--- src/puias_pkg.sv ---
/*
 constants, types and enumerations of the power-up loader and address selector.
 assumes one 100 MHz clock with a synchronous active-low reset.
*/
// Functional notes
// - hold internal reset until supply, core rail and oscillator are all good
// - after reset, copy every memory word into the working registers
// - after loading, digital mode accepts host rewrites whatever the enable pin does
// - default start needs enable pin, input lockout cleared, load done, address read
// - keep separate 7-bit base addresses for the two buses
// - a base address of zero shuts that bus off
// - during start-up convert the strap pin to one of sixteen offsets
// - bus address is base plus strap offset, from +0 up to +15
// - digital mode answers bus traffic sent to base plus offset
// - a floating strap selects analog mode: no bus traffic, pins turned analog
// - analog mode freezes the loaded configuration
// - analog or default mode starts only on enable pin and input level together
// - lockout thresholds start at 1 V and may be reprogrammed by the host
// - the digitised input voltage only feeds the report, never the lockout
// - the input voltage report never affects feedforward
// - digital mode may pick software start options replacing the default gating
package puias_pkg;

	localparam int unsigned CLK_HZ       = 100_000_000;
	localparam int unsigned NUM_WORDS    = 8;
	localparam int unsigned WORD_W       = 8;
	localparam int unsigned IDX_W        = 3;
	localparam int unsigned ADC_W        = 10;
	localparam int unsigned NUM_OFFSETS  = 16;

	// working register indices
	localparam logic [2:0]  IDX_I2C_BASE   = 3'h0;
	localparam logic [2:0]  IDX_PMBUS_BASE = 3'h1;
	localparam logic [2:0]  IDX_EN_OPTION  = 3'h2;
	localparam logic [2:0]  IDX_VIN_ON     = 3'h3;
	localparam logic [2:0]  IDX_VIN_OFF    = 3'h4;
	localparam logic [2:0]  IDX_SW_ON      = 3'h5;
	localparam logic [2:0]  IDX_LAST       = 3'h7;

	// reset values of working registers, thresholds in 1/32 V steps
	localparam logic [7:0]  RST_WORD       = 8'h00;
	localparam logic [7:0]  RST_VIN_ON     = 8'h20;
	localparam logic [7:0]  RST_VIN_OFF    = 8'h20;

	// strap decode: width of one offset bin in converter codes
	localparam logic [9:0]  ADDR_BIN_CODES = 10'h03C;

	typedef enum logic [1:0] {
		EN_OPT_DEFAULT,
		EN_OPT_SOFTWARE,
		EN_OPT_PIN_AND_SW,
		EN_OPT_RESERVED
	} puias_enopt_e;

	typedef enum {
		ST_POR,
		ST_LOAD_REQ,
		ST_LOAD_WAIT,
		ST_ADC_REQ,
		ST_ADC_WAIT,
		ST_RUN
	} puias_state_e;

	typedef struct packed {
		logic             req;
		logic [IDX_W-1:0] addr;
	} puias_mem_rd_s;

	typedef struct packed {
		logic              valid;
		logic [IDX_W-1:0]  idx;
		logic [WORD_W-1:0] data;
	} puias_cfg_wr_s;

	typedef struct packed {
		logic       valid;
		logic       pmbus;
		logic [6:0] addr;
	} puias_addr_req_s;

endpackage : puias_pkg

--- src/puias_top.sv ---
/*
 power-up sequencer: internal reset, memory load, strap conversion, address
 forming, input lockout and conversion enable gating.
 assumes memory, converter, comparators and bus engine sit around it; the
 memory and converter run on ref_clk, supply and pin levels are asynchronous.
*/
`timescale 1ns/100ps
module puias_top
	import puias_pkg::*;
#(
	parameter logic [9:0] BIN_CODES = ADDR_BIN_CODES
) (
	// clock and reset
	input  wire logic            ref_clk,
	input  wire logic            rst_n,
	// supply monitors, asynchronous
	input  wire logic            vcc_good,
	input  wire logic            core_rail_pin,
	input  wire logic            osc_stable,
	// enable and input lockout comparators, asynchronous
	input  wire logic            enable_mode_pin,
	input  wire logic            vin_above_on,
	input  wire logic            vin_above_off,
	// multi_program_memory read port
	output puias_mem_rd_s        mem_rd_q,
	input  wire logic            mem_rd_valid,
	input  wire logic [7:0]      mem_rd_data,
	// strap converter
	output logic                 adc_start_q,
	input  wire logic            adc_done,
	input  wire logic [9:0]      adc_code,
	// input voltage telemetry
	input  wire logic [9:0]      vin_adc_code,
	output logic      [9:0]      read_vin_q,
	// bus engine side
	input  puias_cfg_wr_s        cfg_wr,
	input  puias_addr_req_s      addr_req,
	output logic                 addr_ack_q,
	output logic      [6:0]      i2c_addr_q,
	output logic      [6:0]      pmbus_addr_q,
	// status and controls
	output logic                 por_n_q,
	output logic                 init_done_q,
	output logic                 analog_mode_q,
	output logic      [2:0]      pin_analog_q,
	output logic      [7:0]      vin_on_thr_q,
	output logic      [7:0]      vin_off_thr_q,
	output logic                 conv_enable_q
);

	if (BIN_CODES == 10'h000 || ({4'h0, BIN_CODES} * 14'd16) > 14'd1023) begin : g_chk
		$error("BIN_CODES must leave room for sixteen bins and a floating code");
	end

	// synchronised asynchronous levels
	logic [5:0] raw_lvl;
	logic [5:0] lvl;
	assign raw_lvl = {vin_above_off, vin_above_on, enable_mode_pin,
		osc_stable, core_rail_pin, vcc_good};

	puias_sync #(.WIDTH(6)) u_sync (
		.ref_clk  (ref_clk),
		.rst_n    (rst_n),
		.async_in (raw_lvl),
		.level_q  (lvl)
	);

	wire por_ok   = lvl[0] & lvl[1] & lvl[2];
	wire en_pin   = lvl[3];
	wire above_on = lvl[4];
	wire above_of = lvl[5];

	// state
	puias_state_e      state_q;
	puias_state_e      state_d;
	logic [IDX_W-1:0]  load_idx_q;
	logic [3:0]        offset_q;
	logic              lock_ok_q;
	logic [WORD_W-1:0] regs_q [NUM_WORDS];

	// strap decode: count bins passed, floating beyond the last
	logic [3:0] acc [NUM_OFFSETS];
	assign acc[0] = 4'h0;
	for (genvar g = 1; g < NUM_OFFSETS; g++) begin : g_bin
		localparam logic [13:0] EDGE = 14'(g) * {4'h0, BIN_CODES};
		assign acc[g] = acc[g-1] + 4'({3'h0, {4'h0, adc_code} >= EDGE});
	end
	wire [13:0] float_edge = 14'd16 * {4'h0, BIN_CODES};
	wire        strap_float = {4'h0, adc_code} >= float_edge;
	wire [3:0]  strap_off   = acc[NUM_OFFSETS-1];

	// sequencing decode
	wire in_run   = (state_q == ST_RUN) & por_ok;
	wire cfg_ok   = in_run & ~analog_mode_q;
	wire load_wr  = (state_q == ST_LOAD_WAIT) & mem_rd_valid;
	wire load_end = load_wr & (load_idx_q == IDX_LAST);
	wire host_wr  = cfg_wr.valid & cfg_ok;

	always_comb begin
		state_d = state_q;
		case (state_q)
			ST_POR:       state_d = por_ok ? ST_LOAD_REQ : ST_POR;
			ST_LOAD_REQ:  state_d = ST_LOAD_WAIT;
			ST_LOAD_WAIT: state_d = load_end ? ST_ADC_REQ :
				(load_wr ? ST_LOAD_REQ : ST_LOAD_WAIT);
			ST_ADC_REQ:   state_d = ST_ADC_WAIT;
			ST_ADC_WAIT:  state_d = adc_done ? ST_RUN : ST_ADC_WAIT;
			ST_RUN:       state_d = ST_RUN;
			default:      state_d = ST_POR;
		endcase
		if (!por_ok) begin
			state_d = ST_POR;
		end
	end

	always_ff @(posedge ref_clk) begin
		if (!rst_n) begin
			state_q <= ST_POR;
		end else begin
			state_q <= state_d;
		end
	end

	always_ff @(posedge ref_clk) begin
		if (!rst_n || state_q == ST_POR) begin
			load_idx_q <= '0;
		end else if (load_wr) begin
			load_idx_q <= load_idx_q + 3'h1;
		end
	end

	// working registers: one write port, loader or host
	wire [IDX_W-1:0]  wr_idx  = load_wr ? load_idx_q : cfg_wr.idx;
	wire [WORD_W-1:0] wr_data = load_wr ? mem_rd_data : cfg_wr.data;
	wire              wr_en   = load_wr | host_wr;

	for (genvar w = 0; w < NUM_WORDS; w++) begin : g_reg
		localparam logic [7:0] RV = (w == int'(IDX_VIN_ON))  ? RST_VIN_ON :
			(w == int'(IDX_VIN_OFF)) ? RST_VIN_OFF : RST_WORD;
		always_ff @(posedge ref_clk) begin
			if (!rst_n || !por_ok) begin
				regs_q[w] <= RV;
			end else if (wr_en && wr_idx == IDX_W'(w)) begin
				regs_q[w] <= wr_data;
			end
		end
	end

	// base addresses, seven bits each
	wire [6:0] i2c_base = regs_q[IDX_I2C_BASE][6:0];
	wire [6:0] pmb_base = regs_q[IDX_PMBUS_BASE][6:0];
	wire [6:0] i2c_eff  = i2c_base + {3'h0, offset_q};
	wire [6:0] pmb_eff  = pmb_base + {3'h0, offset_q};

	// strap capture
	always_ff @(posedge ref_clk) begin
		if (!rst_n || state_q == ST_POR) begin
			offset_q      <= 4'h0;
			analog_mode_q <= 1'b0;
		end else if (state_q == ST_ADC_WAIT && adc_done) begin
			offset_q      <= strap_float ? 4'h0 : strap_off;
			analog_mode_q <= strap_float;
		end
	end

	// address match
	wire tgt_zero = addr_req.pmbus ? (pmb_base == 7'h00) : (i2c_base == 7'h00);
	wire tgt_hit  = addr_req.addr == (addr_req.pmbus ? pmb_eff : i2c_eff);
	wire ack_d    = addr_req.valid & in_run & ~analog_mode_q & ~tgt_zero & tgt_hit;

	// input lockout from comparators only
	wire lock_d = !above_of ? 1'b0 : (above_on ? 1'b1 : lock_ok_q);

	// enable gating
	puias_enopt_e enopt;
	assign enopt = analog_mode_q ? EN_OPT_DEFAULT :
		puias_enopt_e'(regs_q[IDX_EN_OPTION][1:0]);
	wire sw_on = regs_q[IDX_SW_ON][0];
	logic gate_ok;
	always_comb begin
		case (enopt)
			EN_OPT_SOFTWARE:   gate_ok = sw_on;
			EN_OPT_PIN_AND_SW: gate_ok = sw_on & en_pin;
			default:           gate_ok = en_pin;
		endcase
	end
	wire conv_d = in_run & lock_ok_q & gate_ok;

	always_ff @(posedge ref_clk) begin
		if (!rst_n) begin
			lock_ok_q     <= 1'b0;
			conv_enable_q <= 1'b0;
			addr_ack_q    <= 1'b0;
		end else begin
			lock_ok_q     <= lock_d;
			conv_enable_q <= conv_d;
			addr_ack_q    <= ack_d;
		end
	end

	always_ff @(posedge ref_clk) begin
		if (!rst_n) begin
			por_n_q     <= 1'b0;
			init_done_q <= 1'b0;
			mem_rd_q    <= '0;
			adc_start_q <= 1'b0;
		end else begin
			por_n_q       <= por_ok;
			init_done_q   <= (state_d == ST_RUN);
			mem_rd_q.req  <= (state_q == ST_LOAD_REQ);
			mem_rd_q.addr <= load_idx_q;
			adc_start_q   <= (state_q == ST_ADC_REQ);
		end
	end

	always_ff @(posedge ref_clk) begin
		if (!rst_n) begin
			i2c_addr_q    <= 7'h00;
			pmbus_addr_q  <= 7'h00;
			pin_analog_q  <= 3'h0;
			vin_on_thr_q  <= RST_VIN_ON;
			vin_off_thr_q <= RST_VIN_OFF;
			read_vin_q    <= 10'h000;
		end else begin
			i2c_addr_q    <= i2c_eff;
			pmbus_addr_q  <= pmb_eff;
			pin_analog_q  <= {3{analog_mode_q}};
			vin_on_thr_q  <= regs_q[IDX_VIN_ON];
			vin_off_thr_q <= regs_q[IDX_VIN_OFF];
			read_vin_q    <= vin_adc_code;
		end
	end

	wire [23:0] frozen_cfg = {regs_q[IDX_I2C_BASE], regs_q[IDX_PMBUS_BASE], regs_q[IDX_EN_OPTION]};
endmodule : puias_top

--- src/puias_sync.sv ---
/*
 three-stage input synchroniser; a change is taken once stages two and three agree.
 assumes inputs are asynchronous to ref_clk.
*/
`timescale 1ns/100ps
module puias_sync #(
	parameter int unsigned WIDTH = 1
) (
	// clock and reset
	input  wire logic             ref_clk,
	input  wire logic             rst_n,
	// raw and filtered levels
	input  wire logic [WIDTH-1:0] async_in,
	output logic      [WIDTH-1:0] level_q
);

	logic [WIDTH-1:0] s1_q;
	logic [WIDTH-1:0] s2_q;
	logic [WIDTH-1:0] s3_q;
	wire  [WIDTH-1:0] agree = ~(s2_q ^ s3_q);

	always_ff @(posedge ref_clk) begin
		if (!rst_n) begin
			s1_q    <= '0;
			s2_q    <= '0;
			s3_q    <= '0;
			level_q <= '0;
		end else begin
			s1_q    <= async_in;
			s2_q    <= s1_q;
			s3_q    <= s2_q;
			level_q <= (agree & s3_q) | (~agree & level_q);
		end
	end

endmodule : puias_sync

--- config.mk ---
export PLATFORM = sky130hd
export DESIGN_NAME = puias_top
export DESIGN_NICKNAME = d
export VERILOG_FILES = /design/src/puias_pkg.sv /design/src/puias_top.sv /design/src/puias_sync.sv
export SDC_FILE = /design/constraint.sdc
export NUM_CORES = 1
export LEC_CHECK = 0
export BUFFER_PORTS_ARGS = -buffer_cell sky130_fd_sc_hd__buf_2
export CAP_MARGIN = 0
export CORE_AREA = 3 3 100 102
export CTS_CLUSTER_DIAMETER = 200
export DETAILED_ROUTE_END_ITERATION = 6
export DIE_AREA = 0 0 103 105
export PLACE_DENSITY_LB_ADDON = 0.25
export REMOVE_ABC_BUFFERS = 1
export SETUP_SLACK_MARGIN = 0.02
export SYNTH_ARGS = -nofsm -noshare
export SYNTH_HDL_FRONTEND = slang
export SYNTH_HIERARCHICAL = 1
export SYNTH_SLANG_ARGS = --single-unit
--- constraint.sdc ---
create_clock -name ref_clk -period 7 [get_ports ref_clk]
set_clock_uncertainty 0.05 [all_clocks]
set_input_delay 0.7 -clock ref_clk [delete_from_list [all_inputs] [get_ports ref_clk]]
set_output_delay 0.7 -clock ref_clk [all_outputs]
set_load 0.05 [all_outputs]
* Word level (Yosys, flattened, before mapping) *
Memories as Yosys holds them, arrays and structs flattened. A register that Yosys moved wholly into a read port is not among the register bits.
Index checks and enable logic that the tools add are counted.

storage, ports and cells
  bits in registers = 99
  bits in latches = 0
  memory bits (writable) = 64
  ROM bits = 0
  input port bits = 59
  output and inout bits = 53
  logic and storage cells = 174
  memories = 1

memory list
  name    depth  bits a word  read ports  clocked after Yosys merged registers in  wr ports  RTL line         RTL
  regs_q  8      8            6           2                                        8         puias_top.sv:79  logic [WORD_W-1:0] regs_q [NUM_WORDS];

operators by class
  add/subtract/negate cells = 17
  $mul = 0
  div/mod/pow operators = 0
  $lt $le $gt $ge = 16
  equality and inequality tests = 22
  shift operators = 0
  multiplexer cells = 46
  bitwise gates (word level) = 31
  reductions and logical operators = 21

operator list
  cell                                                  number
  equality test 32 x 3 -> 1 bit, second input constant  4
  equality test 32 x 2 -> 1 bit, second input constant  3
  equality test 32 x 4 -> 1 bit, second input constant  3
  >= comparator 10 bit, second input constant           8
  two-way mux 8 bit                                     9
  zero test 32 bit                                      2
  adder 4 x 1 -> 4 bit                                  11
  >= comparator 10 x 9 -> 1 bit, second input constant  4
  equality test 32 x 1 -> 1 bit, second input constant  1
  two-way mux 32 bit                                    1
  two-way mux 1 bit                                     28
  >= comparator 10 x 8 -> 1 bit, second input constant  2
  one-hot mux 3 bit (6 select lines)                    1
  equality test 3 bit, second input constant            5
  adder 7 x 4 -> 7 bit                                  2
  AND 1 bit                                             14
  zero test 7 bit                                       2
  AND 6 bit                                             2
  inverter 6 bit                                        2
  >= comparator 10 x 6 -> 1 bit, second input constant  1
  >= comparator 10 x 7 -> 1 bit, second input constant  1
  logical AND 1 bit                                     9
  bitwise OR 1 bit                                      9
  equality test 7 bit                                   1
  other kinds (20)                                      28

* Depth between registers and ports, before layout *
Gate-level depths: netlist (run 1).

  depth after elaboration = 16
  depth in mapped cells = 16
  mapped depth without buffers = 15

* Modules after synthesis *
Netlist (run 1), hierarchy kept.

modules (own cells, without submodules)
  module      instances  cells an instance  area each (um^2)  sequential area each (um^2)
  puias_top   1          460                4655.7            2232.1
  puias_sync  1          62                 710.7             480.5

* Worst setup path after synthesis (run 1) *
Ideal clock, no wire load.

  kind = input port to flip-flop
  start point = in adc_code[4]
  end point = reg offset_q[2]
  library setup time = 146 ps
  arrival time = 4815 ps
  path slack = 1989 ps
  stages on the path = 14
  cells stage by stage = clkbuf_1 > and3_1 > a2111oi_0 > fa_1 > inv_1 > fa_1 > fa_1 > inv_1 > fa_1 > fa_1 > fa_1 > xnor2_1 > a22oi_1 > nor2_1

between the ends
  cells in the longest elaborated chain, start to end = 16
  elaborated cells on any way between the ends = 31
  those cells by class = add/sub: 14; order compare: 16; mux: 1

ends and longest elaborated chain
  element                                                                                RTL line          RTL
  from (decl)                                                                            puias_top.sv:31   input wire logic [9:0] adc_code,
  >= comparator 10 x 6 -> 1 bit / >= comparator 10 x 7 -> 1 bit (equally long branches)  puias_top.sv:86   assign acc[g] = acc[g-1] + 4'({3'h0, {4'h0, adc_code} >= EDGE});
  adder 1 x 1 -> 2 bit                                                                   puias_top.sv:86
  adder 2 x 1 -> 3 bit                                                                   puias_top.sv:86
  adder 3 x 1 -> 4 bit                                                                   puias_top.sv:86
  adder 4 x 1 -> 4 bit (11 in series)                                                    puias_top.sv:86
  two-way mux 4 bit (*)                                                                  puias_top.sv:161  offset_q <= strap_float ? 4'h0 : strap_off;
  to (signal assigned)                                                                   puias_top.sv:161
  to (decl)                                                                              puias_top.sv:77   logic [3:0] offset_q;

Mark *: on every way between the ends. The rest lies on a longest branch, timed or not.
A chain may end at the register's enable or synchronous reset.

* Final worst setup path (run 1) *
  start point = in adc_code[8]
  end point = reg offset_q[2]

Same word-level chain as after synthesis.

==> results.ini, run 1 <==
[status]
outcome=complete, no violations

[power]
clkPwrFrac=0.492
switching_share=0.244
internal_power_w=0.00129
combPwrFrac=0.089
peakVddDrop_v=0.000192
powerDensity_nw_per_um2=259
power.switching_w=0.000414
p_leak_nw=2.95
p_seq_frac=0.419

[global_route]
grt_pass1_vias=4063
grt_pass1_wl_um=18200
grt_max_degree=73
grt-ovfl-total=0
grt_usage=0.214
antenna_found_initial=0

[yosys]
yosysUniqueCellTypes=65
synth_simple_gate_area_frac=0.216
synthAdderAreaFrac=0.0774
netlist_area_um2=5370
ys_ff_latch=119
synth_seq_area_share=0.505
ys_warn_count=6
synthMuxAreaShare=0.0254
synth_compound_area_frac=0.111
synth_edf_count=33
synth_top_family_by_area=simple AND/OR/NAND/NOR gates
synthArstFlopShare=0
syn_inst=522
synth_ff_type=dfxtp_1
syn_area_per_cell_um2=10.3
synth_xor_xnor_area_share=0.0308

[finish]
postLayoutCoreUtil=0.714
stdcell_area_um2=6560
drive_above_1_share=0.250
area.growth.synth_to_final_pct=22.3
diodes=0
nFillCells=677
layout.nets=715
layoutNonFillerInstCount=754

[clock_network]
cts-resized-gates=0
clk_pin_slew_worst_paths_ps=60
cts_root_buffer=clkbuf_8
cts_max_level=4
cts_buffers=17
cts_buffer_depth=2
holdBufCountCts=0
clk_latency_ps=510
cts_tree=yes
postCtsSetupBuffers=0
cts.sinks=119

[sta]
worstMarginPinSlew_ps=1120
fin_crit_ps=4870
setup_tns_ps=0
worst_slack_ps=2130
hold_violations=0
drv_slew=0
fin_crit_sh=0.696
final-setup-viol-count=0
maxSlewHeadroom=0.246
fmax_mhz=205
rsz0062_at_grt=false

[placement]
dpl.hpwl_um=7900
routabilityCongestion=0.884
place_inst=722
port_buffers=109
placed_cell_area_um2=5980
post-place-ws_ps=1570

[die]
die_w_um=103
rows=35
die_h_um=105
die_area_um2=10800
core_um2=9200
io_pins=112
start_util=0.584

[critical_path]
r2r_slack_ps=3740
critical_path.endpoint_type=flip-flop
required_ps=7310
worstReg2RegEnd=regs_q[3][6]
crit_chain=buf_2 -> or2_2 -> a2111oi_0 -> fa_1 -> inv_1 -> fa_1 -> fa_1 -> inv_1 -> fa_1 -> fa_1 -> fa_1 -> xnor2_1 -> a22oi_1 -> nor2_1
cpMostUsedCell=fa_1
endpoint=offset_q[2]
r2r_start=state_q[1]
slowest_delay_ps=630
startpoint=adc_code[8]
worstRegToRegCells=6
worstPathMaxFanout=12
cp-start-kind=input port
worstSetupPathType=input port to flip-flop
cpMaxStageDelayCell=a2111oi_0
worstPathArrival_ps=5190

[routing]
drc=0
vias=4147
wirelength_um=11000
wl_per_cell_um=14.6
drt_iter0_markers=216
dr.pass1.iters=5
ant_nets=0
avgViaCountPerCell=5.50

[worst_hold_path]
min_path_type=input port to flip-flop

[job]
cap_violations=0

==> synthesized netlist by cell type (all sizes together), types with 3 or more instances <==
| master | count | area (um2) |
|---|---|---|
| nor4 | 3 | 18.8 |
| fa | 12 | 240 |
| nand2 | 31 | 116 |
| o21a | 3 | 22.5 |
| nand2b | 6 | 37.5 |
| inv | 21 | 78.8 |
| nor3 | 11 | 55.1 |
| o211a | 4 | 40.0 |
| nand3b | 4 | 30.0 |
| o21ai | 21 | 105 |
| o211ai | 3 | 22.5 |
| a211oi | 6 | 50.1 |
| nor2 | 57 | 214 |
| or2 | 3 | 18.8 |
| and2 | 57 | 357 |
| xor2 | 9 | 78.8 |
| a21boi | 8 | 67.6 |
| clkbuf | 16 | 60.1 |
| and3 | 6 | 37.5 |
| ha | 14 | 175 |
| a22oi | 4 | 30.0 |
| buf | 6 | 40.0 |
| nor2b | 5 | 31.3 |
| nand3 | 9 | 45.0 |
| edfxtp | 33 | 991 |
| dfxtp | 86 | 1720 |
| mux2i | 11 | 114 |
| a31oi | 3 | 18.8 |
| xnor2 | 9 | 86.3 |
| a21oi | 16 | 80.1 |
| nand4 | 6 | 43.8 |
| nor3b | 6 | 50.1 |
==> routing by layer <==
metal	track usage	share of wire	vias up
met3	0.0634	0.062	25
li1	-	-	2031
met4	0.0916	0.022	0
met1	0.259	0.41	1940
met2	0.348	0.50	151
met5	0	0	-
==> stage by stage <==
stage / power, W / hold slack, ps
5_1_grt: 0.00177 / 315
4_1_cts: 0.00171 / 316
2_1_floorplan: 0.000826 / 351
6_report: 0.00170 / 334
3_3_place_gp: 0.000869 / 357
3_5_place_dp: 0.000880 / 366
==> flip-flops by register name, summed over array words and instances, names as in the netlist, 7 cells and up, named ones only <==
register	cells
regs_q	33
i2c_addr_q	7
vin_on_thr_q	8
vin_off_thr_q	8
read_vin_q	10
pmbus_addr_q	7
==> power groups by stage <==
stage,logic (W),registers [W],clock network [W]
after floorplan,0.0000880,0.000738,0
after global placement,0.000141,0.000727,0
after detailed placement,0.000152,0.000728,0
after CTS,0.000153,0.000713,0.000849
after global routing,0.000173,0.000714,0.000884
final,0.000151,0.000713,0.000837
==> layout by cell type (no fill, tap or decap), drive strengths merged, types with 11 or more instances in the layout <==
cell type / synthesis / routed
ha: 14 / 14
buf: 6 / 111
dfxtp: 86 / 86
nor2: 57 / 57
o21ai: 21 / 21
nand2: 31 / 31
edfxtp: 33 / 33
fa: 12 / 12
clkbuf: 16 / 19
inv: 21 / 29
mux2i: 11 / 11
and2: 57 / 57
a21oi: 16 / 16
nor3: 11 / 11
==> critical path, delay by kind of cell <==
kind | cells | cell delay [ps]
compound gates | 2 | 780
xor+xnor | 1 | 130
buf+inv | 3 | 330
simple gates | 2 | 380
fa+ha+maj | 6 | 2860
==> final cells by class <==
class / instances / area, um2 / share of cell area
Multi-Input combinational cell: 359 / 2490 / 0.379
Sequential cell: 119 / 2710 / 0.413
Tap cell: 111 / 139 / 0.0212
Timing Repair Buffer: 111 / 561 / 0.0854
Clock buffer: 19 / 453 / 0.0690
Clock inverter: 13 / 129 / 0.0196
Inverter: 22 / 82.6 / 0.0126
==> worst min path at each step <==
stage | startpoint | end | cells after the start | slack [ps]
floorplan | regs_q[4][5] | vin_off_thr_q[5] | 1 | 350
global placement | regs_q[3][5] | vin_on_thr_q[5] | 1 | 360
detailed placement | regs_q[3][5] | vin_on_thr_q[5] | 1 | 370
CTS | enable_mode_pin | u_sync/s1_q[3] | 2 | 320
global route | enable_mode_pin | u_sync/s1_q[3] | 2 | 320
finish | enable_mode_pin | u_sync/s1_q[3] | 2 | 330
==> cell families after synthesis <==
| family | count (synthesis) |
|---|---|
| AO/OA/AOI/OAI | 86 |
| XOR/XNOR | 18 |
| adder cells (fa/ha/maj) | 26 |
| buffers and inverters | 44 |
| flip-flops | 119 |
| multiplexers | 13 |
| AND/OR/NAND/NOR | 216 |
(Power assumes the default switching activity.)
==> inputs of run 2 (changes only) <==
CORE_AREA = 3 3 103 105   (was 3 3 100 102)
DIE_AREA = 0 0 106 108   (was 0 0 103 105)
clock period = 4.55 ns   (was 7 ns; I/O delays follow)
==> run 2 against run 1 <==
Net effect:
- die area increased by 5.9%
- highest routed layer unchanged
- core utilization shrank 2.5 points
- combinational power is 62% higher
- flip-flop and latch count did not move
- largest power group unchanged
- wire length rose by 6.6%
==> results.ini, run 2 (synthesis gave the netlist of run 1 again) <==
[critical_path]
worstPathArrival_ps=4630  ; was 5190 ps
r2r_slack_ps=1360  ; was 3740 ps
cp.depth=15  ; was 14
worstReg2RegEnd=regs_q[3][6]  ; unchanged
worstPathMaxFanout=2  ; was 12
critical_path.endpoint_type=flip-flop  ; unchanged
r2r_start=state_q[1]  ; unchanged
slowest_delay_ps=540  ; was 630 ps
worstSetupPathType=input port to flip-flop  ; unchanged
cp_num_buf_inv=4  ; was 3
crit_chain=buf_2 -> or2_2 -> a2111oi_2 -> buf_4 -> fa_1 -> inv_1 -> fa_1 -> fa_1 -> inv_1 -> fa_1 -> fa_1 -> fa_1 -> xnor2_1 -> a22oi_1 -> nor2_1  ; was buf_2 -> or2_2 -> a2111oi_0 -> fa_1 -> inv_1 -> fa_1 -> fa_1 -> inv_1 -> fa_1 -> fa_1 -> fa_1 -> xnor2_1 -> a22oi_1 -> nor2_1
cpMostUsedCell=fa_1  ; unchanged
required_ps=4850  ; was 7310 ps
cpMaxStageDelayCell=fa_1  ; was a2111oi_0
worstRegToRegCells=6  ; unchanged
cp-start-kind=input port  ; unchanged
crit_family=adder cells  ; unchanged

[die]
start_util=0.552  ; was 0.584
rows=36  ; was 35
die_h_um=108  ; was 105 um
die_area_um2=11400  ; was 10,800 um2
core_um2=9730  ; was 9200 um2
io_pins=112  ; unchanged
die_w_um=106  ; was 103 um

[worst_hold_path]
hold_start=enable_mode_pin  ; unchanged
min_path_type=input port to flip-flop  ; unchanged
whs_path_depth=2  ; unchanged
hold_end=u_sync/s1_q[3]  ; unchanged

[routing]
wl_per_cell_um=14.9  ; was 14.6 um
vias=4205  ; was 4,147
wirelength_um=11800  ; was 11,000 um
top_layer=met4  ; unchanged
wl_met3_um=630  ; was 679 um
ant_nets=0  ; unchanged
drt_iter0_markers=291  ; was 216
dr.pass1.iters=5  ; unchanged
wl_met1_um=4800  ; was 4550 um
drc=0  ; unchanged
avgViaCountPerCell=5.34  ; was 5.50
met2_length_um=6170  ; was 5560 um

[global_route]
grt_pass1_vias=4101  ; was 4,063
grt_usage=0.211  ; was 0.214
grt_max_degree=73  ; unchanged
grt_pass1_wl_um=19000  ; was 18,200 um
antenna_found_initial=0  ; unchanged
grt-ovfl-total=0  ; unchanged

[power]
p_leak_nw=3.02  ; was 2.95 nW
peakVddDrop_v=0.000324  ; was 0.000192 V
finalPower_w=0.00266  ; was 0.00170 W
powerDensity_nw_per_um2=397  ; was 259 nW/um2

[placement]
routabilityCongestion=0.884  ; about the same
port_buffers=109  ; unchanged
placed_cell_area_um2=6100  ; was 5980 um2
dpl.hpwl_um=8360  ; was 7900 um

[finish]
drive_above_1_share=0.263  ; was 0.250
max_flop_register=regs_q  ; unchanged
final_common_cell=buf_2  ; unchanged
diodes=0  ; unchanged
largest_reg_flops=33  ; unchanged
layout.nets=727  ; was 715
area.growth.synth_to_final_pct=24.8  ; was 22.3%
postLayoutCoreUtil=0.688  ; was 0.714
layout_common_cells=buf_2 (109), dfxtp_1 (86), nor2_1 (57), and2_1 (57), edfxtp_1 (33)  ; unchanged
stdcell_area_um2=6700  ; was 6560 um2
nFillCells=755  ; was 677
final-seq-area_um2=2710  ; unchanged
top_regs=regs_q x33, read_vin_q x10  ; unchanged
multi_input_area_um2=2490  ; about the same

[clock_network]
cts_buffers=17  ; unchanged
cts_tree=yes  ; unchanged
cts.sinks=119  ; unchanged
clk_pin_slew_worst_paths_ps=60  ; about the same
postCtsSetupBuffers=0  ; unchanged
cts_buffer_depth=2  ; unchanged
cts_root_buffer=clkbuf_8  ; unchanged
cts_max_level=4  ; unchanged
clk_latency_ps=510  ; about the same

[sta]
whs_ps=92.0  ; was 334 ps
worstMarginPinSlew_ps=1050  ; was 1120 ps
fin_crit_ps=4330
setup_tns_ps=0  ; unchanged
hold_violations=0  ; unchanged
drv_slew=0  ; unchanged
fmax_mhz=231
final-setup-viol-count=0  ; unchanged
maxSlewHeadroom=0.294  ; was 0.246
fin_crit_sh=0.952
rsz0062_at_grt=false  ; unchanged

[status]
outcome=complete, no violations  ; unchanged

[job]
cap_violations=0  ; unchanged

-- run 2: cell count changes in the layout (fill, tap and decap cells not counted), moves of 2 or more --
cell       change
buf_4         +12
clkbuf_1       +2
clkbuf_16      +2
clkinv_2       +2
inv_4          +2
inv_6          -6
-- run 2: how the worst max path moves through the flow --
stage	end	from	slack, ps
floorplan	offset_q[2]	adc_code[8]	-170
global placement	offset_q[2]	adc_code[8]	-240
detailed placement	offset_q[2]	adc_code[8]	-310
CTS	offset_q[2]	adc_code[8]	180
global route	offset_q[2]	adc_code[8]	70
finish	offset_q[2]	adc_code[8]	220
-- run 2: per-layer routing --
metal,vias up,GRT usage
met5,-,0
met4,0,0.0712
met3,18,0.0579
met2,120,0.370
met1,2015,0.253
li1,2052,-
-- run 2: what timing repair did --
item                                    CTS  global route
hold buffers                              0             0
endpoints found under the setup margin    0             2
resized for setup                         0             2
-- run 2: final cells by class --
class,instances,share of cell area
Multi-Input combinational cell,359,0.372
Sequential cell,119,0.405
Inverter,22,0.0123
Clock inverter,9,0.0123
Clock buffer,23,0.0762
Timing Repair Buffer,123,0.0971
Tap cell,133,0.0248
-- run 2: worst register-to-register path: cells and delay by family (launching register included) --
family,cells,cell delay [ps]
flops,1,530
buf+inv,2,400
compound gates,1,820
mux,1,420
simple gates,2,590
-- run 2: where the power goes --
part           internal, W  switching [W]  leakage, nW
combinational     0.000110       0.000136         1.63
sequential         0.00109     0.00000308         1.10
clock             0.000838       0.000477        0.299
total              0.00204       0.000615         3.02
-- run 2: per-stage QoR --
| step | instances | setup WS (ps) |
|---|---|---|
| after floorplan | 500 | -170 |
| after global placement | 756 | -240 |
| after detailed placement | 756 | -312 |
| after CTS | 788 | 184 |
| after global routing | 788 | 70.0 |
| final | 788 | 220 |
==> inputs of run 3 (changes only) <==
CORE_AREA = 2 2 102 104   (was 3 3 103 105)
DIE_AREA = 0 0 104 106   (was 0 0 106 108)
PLACE_DENSITY = 0.81   (was unset)
PLACE_DENSITY_LB_ADDON = unset   (was 0.25)
==> run 3 against run 2 <==
Net effect:
- final area fell by 0.13%
- die area shrank 3.7%
- power fell by 0.61%
- worst setup slack better by 14 ps
- first-iteration DRC count decreased by 7.9%
- critical endpoint unchanged
- sequential share of layout area is 0.053 points higher
- non-clock buffer count shrank 1
- final cell count rose by 0.25%
- count of clock-buffer cells in the layout fell by 4
- maximum frequency up 0.33%
==> results.ini, run 3 (synthesis gave the netlist of run 1 again) <==
[status]
outcome=complete, no violations  ; unchanged

[clock_network]
cts_tree=yes  ; unchanged
clk_pin_slew_worst_paths_ps=60  ; about the same
cts_buffer_depth=2  ; unchanged
cts_max_level=4  ; unchanged
clk_latency_ps=510  ; about the same
cts.sinks=119  ; unchanged
cts_root_buffer=clkbuf_8  ; unchanged
cts_buffers=17  ; unchanged
holdBufCountCts=0  ; unchanged

[worst_hold_path]
whs_path_depth=2  ; unchanged
hold_end=u_sync/s1_q[3]  ; unchanged
min_path_type=input port to flip-flop  ; unchanged
hold_start=enable_mode_pin  ; unchanged

[critical_path]
required_ps=4860  ; was 4850 ps
r2r_slack_ps=1510  ; was 1360 ps
crit_chain=buf_2 -> or2_2 -> a2111oi_2 -> buf_4 -> fa_1 -> inv_1 -> fa_1 -> fa_1 -> inv_1 -> fa_1 -> fa_1 -> fa_1 -> xnor2_1 -> a22oi_1 -> nor2_1  ; unchanged
critical_path.endpoint_type=flip-flop  ; unchanged
worstPathMaxFanout=2  ; unchanged
worstReg2RegEnd=regs_q[3][1]  ; was regs_q[3][6]
worstPathArrival_ps=4620  ; was 4630 ps
cp-start-kind=input port  ; unchanged
cpMostUsedCell=fa_1  ; unchanged
cpMaxStageDelayCell=fa_1  ; unchanged
worstRegToRegCells=6  ; unchanged
cp_num_buf_inv=4  ; unchanged
slowest_delay_ps=550  ; was 540 ps
crit_family=adder cells  ; unchanged
r2r_start=state_q[1]  ; unchanged
worstSetupPathType=input port to flip-flop  ; unchanged

[routing]
vias=4273  ; was 4,205
wl_per_cell_um=14.9  ; about the same
wirelength_um=11800  ; about the same
drc=0  ; unchanged
ant_nets=0  ; unchanged
avgViaCountPerCell=5.41  ; was 5.34
drt_iter0_markers=268  ; was 291
dr.pass1.iters=5  ; unchanged

[placement]
dpl.hpwl_um=8160  ; was 8360 um
place_inst=758  ; was 756
routabilityCongestion=0.896  ; was 0.884
post-place-ws_ps=-346  ; was -312 ps
port_buffers=109  ; unchanged

[finish]
layout.nets=726  ; was 727
nFillCells=780  ; was 755
layout_common_cells=buf_2 (109), dfxtp_1 (86), nor2_1 (57), and2_1 (57), edfxtp_1 (33)  ; unchanged
area.growth.synth_to_final_pct=24.6  ; was 24.8%
final_common_cell=buf_2  ; unchanged
max_flop_register=regs_q  ; unchanged
drive_above_1_share=0.265  ; was 0.263
diodes=0  ; unchanged
layoutNonFillerInstCount=790  ; was 788
top_regs=regs_q x33, read_vin_q x10  ; unchanged
postLayoutCoreUtil=0.669  ; was 0.688
largest_reg_flops=33  ; unchanged

[sta]
rsz0062_at_grt=false  ; unchanged
maxSlewHeadroom=0.282  ; was 0.294
fin_crit_ps=4320  ; was 4330 ps
fin_crit_sh=0.949  ; was 0.952
worst_slack_ps=234  ; was 220 ps
fmax_mhz=232  ; was 231 MHz
hold_violations=0  ; unchanged
drv_slew=0  ; unchanged
whs_ps=89.7  ; was 92.0 ps
worstMarginPinSlew_ps=1070  ; was 1050 ps
final-setup-viol-count=0  ; unchanged

[global_route]
grt-ovfl-total=0  ; unchanged
antenna_found_initial=0  ; unchanged
grt_usage=0.219  ; was 0.211
grt_max_degree=73  ; unchanged
grt_pass1_wl_um=19200  ; was 19,000 um
grt_pass1_vias=4101  ; unchanged

[power]
peakVddDrop_v=0.000377  ; was 0.000324 V
finalPower_w=0.00264  ; was 0.00266 W
powerDensity_nw_per_um2=395  ; was 397 nW/um2
p_leak_nw=3.00  ; was 3.02 nW

[die]
die_area_um2=11000  ; was 11,400 um2
io_pins=112  ; unchanged
die_w_um=104  ; was 106 um
core_um2=10000  ; was 9730 um2
die_h_um=106  ; was 108 um
rows=37  ; was 36
start_util=0.537  ; was 0.552

[job]
cap_violations=0  ; unchanged

## run 3: cell types whose count changed in the layout (fill, tap and decap cells not counted), sizes merged
cell      before  now
buf          123  122
clkbuf        23   19
inv           25   27
clkinvlp       0    2
## run 3: worst reg2reg max path, stage by stage, from the launching register on
cell,delay (ps)
dfxtp_1,530
nor4bb_4,290
buf_4,320
mux2i_1,200
nor3b_2,320
inv_1,100
o21ai_0,840
## run 3: metal layers
metal / GRT usage / part of all wire / wire length [um]
met2: 0.372 / 0.50 / 5950
met5: 0 / 0 / 0
met3: 0.0570 / 0.058 / 680
met4: 0.0849 / 0.018 / 213
met1: 0.267 / 0.42 / 4970
## run 3: power by group
part / internal [W] / switching (W)
Sequential: 0.00109 / 0.00000332
Combinational: 0.000107 / 0.000134
Clock: 0.000787 / 0.000515
## run 3: final cells by class
class / instances / area, um2 / share of cell area
well taps: 136 / 170 / 0.0254
flip-flops and latches: 119 / 2710 / 0.406
multi-input cells: 359 / 2490 / 0.373
inverters: 22 / 82.6 / 0.0123
repair buffers: 122 / 643 / 0.0961
clock buffers: 19 / 453 / 0.0677
clock inverters: 13 / 135 / 0.0202
## run 3: timing repair
| action | in CTS | in global routing |
|---|---|---|
| setup buffers | 0 | 0 |
| hold endpoints to repair | 0 | 0 |
| resized for setup | 0 | 2 |
| endpoints found under the setup margin | 0 | 2 |
## run 3: metrics by stage
step / area, um2 / TNS, ps
detailed placement: 6090 / -649
finish: 6690 / 0
global placement: 6090 / -436
CTS: 6680 / 0
floorplan: 5270 / -303
global route: 6690 / 0
## run 3: worst max-delay path by stage
| stage | endpoint | startpoint | cells past startpoint |
|---|---|---|---|
| 2_1_floorplan | offset_q[2] | adc_code[8] | 13 |
| 3_3_place_gp | offset_q[2] | adc_code[8] | 15 |
| 3_5_place_dp | offset_q[2] | adc_code[8] | 15 |
| 4_1_cts | offset_q[2] | adc_code[8] | 15 |
| 5_1_grt | offset_q[2] | adc_code[8] | 15 |
| 6_report | offset_q[2] | adc_code[8] | 15 |
